[src/hw/bpde_defines.vh]
// Constants for the breakpoint matching and debug entry block.
// Assumes inclusion by bare name from the design files.
`ifndef BPDE_DEFINES_VH
`define BPDE_DEFINES_VH
// ----------------------------------------
// Breakpoint register set
// ----------------------------------------
`define BPDE_BP_RESET 16'hFFFF
`define BPDE_BP_COUNT 6
`define BPDE_BP_FOUR 3'h4
`define BPDE_BP_FIVE 3'h5
// Register breakpoint field layout
`define BPDE_MOD_MSB 3
`define BPDE_MOD_LSB 0
`define BPDE_IDX_MSB 8
`define BPDE_IDX_LSB 4
// Control word bits
`define BPDE_CTL_DME 0
`define BPDE_CTL_REGISTER_BREAK_SELECT 1
`define BPDE_CTL_RESET 16'h0000
// Link command codes (3-bit)
`define BPDE_CMD_NOP 3'h0
`define BPDE_CMD_WR_BP 3'h1
`define BPDE_CMD_RD_BP 3'h2
`define BPDE_CMD_WR_CTL 3'h3
`define BPDE_CMD_WR_DATA 3'h4
`define BPDE_CMD_WR_MASK 3'h5
`define BPDE_CMD_DEBUG 3'h6
`define BPDE_CMD_RD_CTL 3'h7
// Link word: 10 bits, status in the top two
`define BPDE_WORD_BITS 10
`define BPDE_ST_NONDEBUG 2'h0
`define BPDE_ST_DEBUG_IDLE 2'h1
// Debug entry
`define BPDE_DEBUG_VECTOR 16'h8010
`endif

[src/hw/bpde_link.v]
// Serial link receiver/transmitter: shifts 10-bit words on TDI/TDO.
// Assumes tck/tdi/tms already synchronised to ref_clk_i by the parent.
`timescale 1ns/1ps
module bpde_link (
    input wire ref_clk_i,
    input wire rst_n,
    input wire ce_i,
    input wire tck_rise_i,
    input wire tck_fall_i,
    input wire tdi_i,
    input wire tms_i,
    input wire [1:0] status_i,
    input wire [7:0] load_i,
    output reg [9:0] word_o,
    output reg word_valid_o,
    output reg tlr_o,
    output reg tdo_o
);
`include "bpde_defines.vh"
    reg [9:0] shift_in;
    reg [9:0] shift_out;
    reg [3:0] bit_cnt;
    reg [2:0] tms_ones;
    // ----------------------------------------
    // Shifting and Test-Logic-Reset detect
    // ----------------------------------------
    // Five rising TCK edges with TMS high always reach Test-Logic-Reset.
    always @(posedge ref_clk_i or negedge rst_n) begin
        if (!rst_n) begin
            shift_in <= 10'h000;
            shift_out <= 10'h000;
            bit_cnt <= 4'h0;
            tms_ones <= 3'h0;
            word_o <= 10'h000;
            word_valid_o <= 1'b0;
            tlr_o <= 1'b0;
            tdo_o <= 1'b0;
        end else if (ce_i) begin
            word_valid_o <= 1'b0;
            tlr_o <= 1'b0;
            if (tck_rise_i) begin
                if (tms_i) begin
                    bit_cnt <= 4'h0;
                    if (tms_ones == 3'h4) begin
                        tlr_o <= 1'b1;
                    end else begin
                        tms_ones <= tms_ones + 3'h1;
                    end
                end else begin
                    tms_ones <= 3'h0;
                    shift_in <= {tdi_i, shift_in[9:1]};
                    if (bit_cnt == 4'h9) begin
                        bit_cnt <= 4'h0;
                        word_o <= {tdi_i, shift_in[9:1]};
                        word_valid_o <= 1'b1;
                    end else begin
                        bit_cnt <= bit_cnt + 4'h1;
                    end
                end
            end
            if (tck_fall_i) begin
                if (bit_cnt == 4'h0) begin
                    shift_out <= {1'b0, status_i, load_i[7:1]};
                    tdo_o <= load_i[0];
                end else begin
                    tdo_o <= shift_out[0];
                    shift_out <= {1'b0, shift_out[9:1]};
                end
            end
        end
    end
endmodule // bpde_link

[src/hw/bpde_top.v]
// Breakpoint matching and debug-mode entry engine.
// Assumes a core that reports each executed instruction with its data
// address and destination, and that obeys halt/fetch-block outputs.
`timescale 1ns/1ps
module bpde_top (
    input wire ref_clk_i,
    input wire resetn_i,
    input wire ce_i,
    input wire tck_i,
    input wire tms_i,
    input wire tdi_i,
    output wire tdo_o,
    input wire instr_done_i,
    input wire instr_pfx_i,
    input wire dmem_valid_i,
    input wire [15:0] dmem_addr_i,
    input wire dst_valid_i,
    input wire [8:0] dst_reg_i,
    input wire [15:0] dst_data_i,
    input wire [15:0] return_addr_i,
    input wire irq_req_i,
    input wire exit_debug_i,
    output reg fetch_block_o,
    output reg push_o,
    output reg [15:0] push_data_o,
    output reg ip_load_o,
    output reg [15:0] ip_value_o,
    output reg gie_clear_o,
    output reg cpu_halt_o,
    output reg debug_mode_o,
    output wire timer_clk_en_o,
    output wire irq_grant_o
);
`include "bpde_defines.vh"
    // ----------------------------------------
    // Reset release and pin synchronisers
    // ----------------------------------------
    reg [1:0] rst_sync;
    wire rst_n = rst_sync[1];
    always @(posedge ref_clk_i or negedge resetn_i) begin
        if (!resetn_i) begin
            rst_sync <= 2'b00;
        end else begin
            rst_sync <= {rst_sync[0], 1'b1};
        end
    end
    reg [2:0] pin_s1;
    reg [2:0] pin_s2;
    reg tck_d;
    always @(posedge ref_clk_i or negedge rst_n) begin
        if (!rst_n) begin
            pin_s1 <= 3'h0;
            pin_s2 <= 3'h0;
            tck_d <= 1'b0;
        end else if (ce_i) begin
            pin_s1 <= {tck_i, tms_i, tdi_i};
            pin_s2 <= pin_s1;
            tck_d <= pin_s2[2];
        end
    end
    wire tck_rise = pin_s2[2] & ~tck_d;
    wire tck_fall = ~pin_s2[2] & tck_d;
    // ----------------------------------------
    // Link
    // ----------------------------------------
    wire [9:0] word;
    wire word_valid;
    wire tlr;
    reg [7:0] load_byte;
    wire [1:0] status = debug_mode_o ? `BPDE_ST_DEBUG_IDLE : `BPDE_ST_NONDEBUG;
    bpde_link u_link (
        .ref_clk_i(ref_clk_i),
        .rst_n(rst_n),
        .ce_i(ce_i),
        .tck_rise_i(tck_rise),
        .tck_fall_i(tck_fall),
        .tdi_i(pin_s2[0]),
        .tms_i(pin_s2[1]),
        .status_i(status),
        .load_i(load_byte),
        .word_o(word),
        .word_valid_o(word_valid),
        .tlr_o(tlr),
        .tdo_o(tdo_o)
    );
    // ----------------------------------------
    // Command decode and register set
    // ----------------------------------------
    // Word layout: [9:7] command, [6:0] payload. A 16-bit write takes
    // three words: high byte, low byte, then the command with target.
    reg [15:0] bp [0:5];
    reg [15:0] ctl;
    reg [15:0] cmp_value;
    reg [15:0] cmp_mask;
    reg [15:0] stage;
    reg debug_cmd;
    integer i;
    integer j;
    wire [2:0] cmd = word[9:7];
    always @(posedge ref_clk_i or negedge rst_n) begin
        if (!rst_n) begin
            for (i = 0; i < 6; i = i + 1) begin
                bp[i] <= `BPDE_BP_RESET;
            end
            ctl <= `BPDE_CTL_RESET;
            cmp_value <= 16'h0000;
            cmp_mask <= 16'h0000;
            stage <= 16'h0000;
            load_byte <= 8'h00;
            debug_cmd <= 1'b0;
        end else if (ce_i) begin
            debug_cmd <= 1'b0;
            if (tlr) begin
                for (i = 0; i < 6; i = i + 1) begin
                    bp[i] <= `BPDE_BP_RESET;
                end
                ctl <= `BPDE_CTL_RESET;
            end else if (word_valid) begin
                // Only the link reaches this state; no CPU port exists
                case (cmd)
                    `BPDE_CMD_NOP: begin
                        stage <= {stage[7:0], word[7:0]};
                    end
                    `BPDE_CMD_WR_BP: begin
                        if (word[2:0] < 3'h6) begin
                            bp[word[2:0]] <= stage;
                        end
                    end
                    `BPDE_CMD_RD_BP: begin
                        load_byte <= (word[2:0] < 3'h6) ?
                            (word[3] ? bp[word[2:0]][15:8] : bp[word[2:0]][7:0]) : 8'h00;
                    end
                    `BPDE_CMD_WR_CTL: ctl <= stage;
                    `BPDE_CMD_WR_DATA: cmp_value <= stage;
                    `BPDE_CMD_WR_MASK: cmp_mask <= stage;
                    `BPDE_CMD_DEBUG: debug_cmd <= 1'b1;
                    `BPDE_CMD_RD_CTL: load_byte <= word[3] ? ctl[15:8] : ctl[7:0];
                    default: stage <= stage;
                endcase
            end
        end
    end
    // ----------------------------------------
    // Match logic
    // ----------------------------------------
    wire debug_mode_enable = ctl[`BPDE_CTL_DME];
    wire register_break_select = ctl[`BPDE_CTL_REGISTER_BREAK_SELECT];
    function reg_hit;
        input [15:0] bpv;
        input [8:0] dst;
        begin
            reg_hit = (bpv[`BPDE_MOD_MSB:`BPDE_MOD_LSB] == dst[3:0]) &&
                      (bpv[`BPDE_IDX_MSB:`BPDE_IDX_LSB] == dst[8:4]);
        end
    endfunction
    // Zero mask leaves the data condition true
    wire data_ok = ((dst_data_i ^ cmp_value) & cmp_mask) == 16'h0000;
    reg any_hit;
    always @* begin
        any_hit = 1'b0;
        for (j = 0; j < 4; j = j + 1) begin
            if (dmem_valid_i && dmem_addr_i == bp[j]) begin
                any_hit = 1'b1;
            end
        end
        for (j = 4; j < 6; j = j + 1) begin
            if (register_break_select) begin
                if (dst_valid_i && reg_hit(bp[j], dst_reg_i) && data_ok) begin
                    any_hit = 1'b1;
                end
            end else if (dmem_valid_i && dmem_addr_i == bp[j]) begin
                any_hit = 1'b1;
            end
        end
        any_hit = any_hit & debug_mode_enable & instr_done_i;
    end
    // ----------------------------------------
    // Entry sequence
    // ----------------------------------------
    localparam ST_BG = 3'h0;
    localparam ST_BLOCK = 3'h1;
    localparam ST_PUSH = 3'h2;
    localparam ST_IP = 3'h3;
    localparam ST_GIE = 3'h4;
    localparam ST_DEBUG = 3'h5;
    reg [2:0] state;
    reg [2:0] next_state;
    reg pending;
    reg pfx_hold;
    // A match on a prefix load waits one more instruction
    wire go = pending & instr_done_i & ~instr_pfx_i & ~pfx_hold;
    always @* begin
        next_state = state;
        case (state)
            ST_BG: if (go) next_state = ST_BLOCK;
            ST_BLOCK: next_state = ST_PUSH;
            ST_PUSH: next_state = ST_IP;
            ST_IP: next_state = ST_GIE;
            ST_GIE: next_state = ST_DEBUG;
            ST_DEBUG: if (exit_debug_i) next_state = ST_BG;
            default: next_state = ST_BG;
        endcase
    end
    always @(posedge ref_clk_i or negedge rst_n) begin
        if (!rst_n) begin
            state <= ST_BG;
            pending <= 1'b0;
            pfx_hold <= 1'b0;
            fetch_block_o <= 1'b0;
            push_o <= 1'b0;
            push_data_o <= 16'h0000;
            ip_load_o <= 1'b0;
            ip_value_o <= 16'h0000;
            gie_clear_o <= 1'b0;
            cpu_halt_o <= 1'b0;
            debug_mode_o <= 1'b0;
        end else if (ce_i) begin
            state <= next_state;
            push_o <= 1'b0;
            ip_load_o <= 1'b0;
            gie_clear_o <= 1'b0;
            if (state == ST_BG) begin
                if (go) begin
                    pending <= 1'b0;
                end else if (any_hit || debug_cmd) begin
                    pending <= 1'b1;
                end
                if (instr_done_i) begin
                    pfx_hold <= instr_pfx_i & (pending | any_hit);
                end
            end else begin
                pending <= 1'b0;
            end
            case (next_state)
                ST_BLOCK: fetch_block_o <= 1'b1;
                ST_PUSH: begin
                    push_o <= 1'b1;
                    push_data_o <= return_addr_i;
                end
                ST_IP: begin
                    ip_load_o <= 1'b1;
                    ip_value_o <= `BPDE_DEBUG_VECTOR;
                end
                ST_GIE: gie_clear_o <= 1'b1;
                ST_DEBUG: begin
                    cpu_halt_o <= 1'b1;
                    debug_mode_o <= 1'b1;
                end
                default: begin
                    fetch_block_o <= 1'b0;
                    cpu_halt_o <= 1'b0;
                    debug_mode_o <= 1'b0;
                end
            endcase
        end
    end
    assign timer_clk_en_o = ~debug_mode_o & ~fetch_block_o;
    assign irq_grant_o = irq_req_i & ~fetch_block_o;
endmodule // bpde_top

[config.mk]
export PLATFORM = sky130hd
export DESIGN_NAME = bpde_top
export DESIGN_NICKNAME = d
export VERILOG_FILES = /design/src/hw/bpde_link.v /design/src/hw/bpde_top.v
export VERILOG_INCLUDE_DIRS = /design/src /design/src/hw
export SDC_FILE = /design/constraint.sdc
export NUM_CORES = 1
export LEC_CHECK = 0
export BUFFER_PORTS_ARGS = -buffer_cell sky130_fd_sc_hd__buf_2
export CAP_MARGIN = 20
export CORE_UTILIZATION = 41
export CTS_BUF_LIST = sky130_fd_sc_hd__clkbuf_8
export DETAILED_ROUTE_END_ITERATION = 10
export SETUP_SLACK_MARGIN = 0.4
export SYNTH_ARGS = -nofsm -noshare
export SYNTH_HDL_FRONTEND = slang
export SYNTH_SLANG_ARGS = --single-unit
[constraint.sdc]
create_clock -name ref_clk_i -period 6.69 [get_ports ref_clk_i]
set_input_delay 0 -clock ref_clk_i [delete_from_list [all_inputs] [get_ports ref_clk_i]]
set_output_delay 0 -clock ref_clk_i [all_outputs]
set_load 0.02 [all_outputs]
==> results.ini <==
[status]
run_status=finished, final reports clean

[sta]
rsz_0062_raised_after_global_routing=no
timing.setup.tns_ps=0
maxClockFrequency_mhz=318.9
worst-slew-pin-transition_ps=1045
final.setup_skew_ps=30.43
maxSlewViolCount=0
final_min_period_over_clock_period_pct=46.87
setup-violations-final=0
maxSlewHeadroom_pct=30.32
finalWorstPathRequiredPeriod_ps=3136
finalHoldViolations=0

[global_routing]
antenna_found_initial=0
grt_max_degree=185
grt_usage_pct=21.61
first_global_vias=8641
first_pass_grt_wire_length_um=50810
globalRoute.totalOverflow=0

[placed_design]
gpl.final_weighted_congestion=0.9233
io_buffer_count=95
post-place-cells=1530
dpl.hpwl_um=22720

[clocking]
cts_resized=0
clk_latency_worst_skew_pair_ps=580
numClockSinks=242
tritoncts.num_buffers=44
cts_post_setup_buffers_inserted=0
holdBufCountCts=32
cts-htree-levels=2
maximum_buffer_depth_of_the_clock_tree=3
ctsRootBufferMaster=sky130_fd_sc_hd__clkbuf_8
cts_tree=yes
clkTransAtPathRegs_ps=60

[synth]
post_synth_xor_area_fraction_pct=9.369
yosys.area.top_type=sky130_fd_sc_hd__dfrtp_1
yosys.area_share.simple_pct=10.43
syn-mean-instance-area_sq_um=10.86
synth_enable_flop_cells=0
synth_compound_area_share_pct=12.12
synthAdderAreaFrac_pct=0.5148
asyncSetResetFlopFracSynth_pct=100.0
synth_area_sq_mm=0.01215
area_contributors_post_synth=sky130_fd_sc_hd__dfrtp_1, sky130_fd_sc_hd__dfstp_2, sky130_fd_sc_hd__xor2_1, sky130_fd_sc_hd__mux2_2, sky130_fd_sc_hd__a21oi_1
yosys_warnings=0
synth-seq-area-share_pct=50.82
post_synth_mux_area_share_pct=12.32
postSynth.topFlopCell=sky130_fd_sc_hd__dfrtp_1
netlist-cell-type-count=61
synth_top_family_by_area=multiplexers
synth_seq_cells=242
cell_count_after_synthesis=1119
synth_largest_type_area_fraction_pct=30.06

[floorplan]
die_width_um=174.2
floorplan_die_area_sq_mm=0.03033
fp-row-count=62
core_region_area_sq_mm=0.02894
initial_standard_cell_utilization_of_the_core_pct=42.00
die-height_um=174.2
io_pins=110

[layout]
final.fill_count=2651
area_growth_syn_to_layout_pct=15.46
antenna_cells_inserted=0
final_common_cell=sky130_fd_sc_hd__dfrtp_1
final_cell_mix=sky130_fd_sc_hd__dfrtp_1, sky130_fd_sc_hd__xor2_1, sky130_fd_sc_hd__nor2_1, sky130_fd_sc_hd__dfstp_2, sky130_fd_sc_hd__buf_2
final_layout_net_count=1301
non_filler_instance_count_after_layout=1646
share_of_cells_above_drive_strength_1_pct=30.27

[worst_setup_path]
worst-path-max-fanout=4
crit_required_ps=7200
critical_path_class=reg -> reg
worstPathCellList=xor2_1, nor4_1, nand4_1, a21oi_1, o2111ai_1, dlygate4sd3_1, a21oi_1, dlygate4sd3_1
crit_path_top_delay_cell=sky130_fd_sc_hd__dfstp_2
cp_slowest_stage_delay_ps=630
path_buf_inv=2
setup.worst_path.start_class=register
cp_capture_type=register
timing.critical_path.arrival_ps=3650
kind_of_cell_adding_the_most_delay_to_the_critical_path=buffers and inverters

[power_and_ir_drop]
power.density_mw_per_mm2=322.4
ir_worst_vdd_mv=0.1349
leakagePower_nw=6.315

[routing]
antenna_left=0
drt-total-wl_um=32400
route.vias.total=8817
drc_errors=0
drt-vias-per-instance=5.357
post_drt_wl_per_cell_um=19.68
drtPass1Iterations=5
number_of_design_rule_violations_left_by_the_first_detailed_router_iteration=686

[job]
drv.max_cap_violation_count=0

[worst_hold_path]
min-delay-path-class=in -> reg

==> kinds of logic (layout without fill, tap and decap cells) <==
group | count (synthesis) | count (layout)
simple gates | 269 | 269
flops | 242 | 242
compound gates | 238 | 238
mux | 131 | 131
xor+xnor | 130 | 130
buf+inv | 102 | 232
fa+ha+maj | 5 | 5
other cells | 2 | 15
==> layout make-up <==
| class | count | area (sq um) | share of cell area [%] |
|---|---|---|---|
| Tap cell | 384 | 480.5 | 3.424 |
| Sequential cell | 242 | 6181 | 44.05 |
| Inverter | 13 | 48.80 | 0.3477 |
| Timing Repair Buffer | 138 | 930.9 | 6.634 |
| Multi-Input combinational cell | 788 | 5519 | 39.33 |
| Clock inverter | 28 | 142.6 | 1.016 |
| Clock buffer | 53 | 729.5 | 5.198 |
==> worst register-to-register path, stage by stage, from the launching register on <==
cell                            delay [ps]
sky130_fd_sc_hd__dfstp_2               630
sky130_fd_sc_hd__xor2_1                110
sky130_fd_sc_hd__nor4_1                430
sky130_fd_sc_hd__nand4_1               260
sky130_fd_sc_hd__a21oi_1               240
sky130_fd_sc_hd__o2111ai_1             150
sky130_fd_sc_hd__dlygate4sd3_1         590
sky130_fd_sc_hd__a21oi_1               110
sky130_fd_sc_hd__dlygate4sd3_1         550
==> path summary, 6_finish.rpt <==
check	start	endpoint	slack, ps	depth (start not counted)
max in group asynchronous	rst_sync[1]$_DFF_PN0_	load_byte[4]$_DFFE_PN0P_	4840	1
hold reg to reg	rst_sync[0]$_DFF_PN0_	rst_sync[1]$_DFF_PN0_	350	0
setup reg to reg	bp[17]$_DFFE_PN1P_	pending$_DFFE_PN0P_	3550	8
hold / removal	tms_i	pin_s1[1]$_DFFE_PN0P_	190	3
setup / recovery	bp[17]$_DFFE_PN1P_	pending$_DFFE_PN0P_	3550	8
min in group asynchronous	resetn_i	rst_sync[0]$_DFF_PN0_	300	3
==> layer usage <==
metal	vias up	wire length, um	GRT usage [%]
met3	54	2118	4.462
met2	266	14860	33.55
met4	0	784	7.237
met5	-	0	0
met1	4361	14630	30.09
li1	4136	-	-
==> cells in the mapped netlist (all sizes together) (2+ instances only) <==
library cell	number
o21ai	72
conb	2
nand4	12
a31oi	7
nand3	16
o21a	3
dfrtp	146
xor2	128
ha	5
o22ai	2
a22oi	20
nor2b	10
a22o	17
mux4	5
nor3	10
nand2b	3
inv	12
nor4	30
o221ai	6
o2bb2ai	2
a32o	2
nand2	65
dfstp	96
nor3b	2
o2111ai	2
clkbuf	27
and2	3
nor2	109
and2b	2
buf	62
and3	5
xnor2	2
mux2	96
a221oi	3
a21oi	92
o211ai	2
a21o	2
a221o	2
mux2i	30
==> power by group <==
group / internal, mW / total [mW] / switching, mW
Combinational: 0.481 / 1.10 / 0.615
Clock: 0.729 / 1.37 / 0.642
Sequential: 1.75 / 2.06 / 0.305
Total: 2.96 / 4.52 / 1.56
==> flip-flops by register name, indices dropped and copies added, names as in the netlist, 3 cells and up <==
signal            count
bp                   96
cmp_mask             16
cmp_value            16
ctl                  16
load_byte             8
pin_s1                3
pin_s2                3
push_data_o          16
stage                16
state                 3
u_link.bit_cnt        4
u_link.shift_in       9
u_link.shift_out      8
u_link.tms_ones       3
u_link.word_o        10
==> per-stage QoR <==
stage	setup slack (ps)	power, mW	util (%)	instance area, sq um	hold slack (ps)
2_1_floorplan	2807	2.777	-	12200	-295.6
3_3_place_gp	4031	3.115	44.16	12780	-214.2
4_1_cts	3571	4.556	48.28	13970	165.1
5_1_grt	3407	4.769	48.50	14030	185.5
6_report	3554	4.524	48.50	14030	188.1
3_5_place_dp	3959	3.144	44.16	12780	-211.4
No activity file was read; power rests on OpenSTA's default activity.
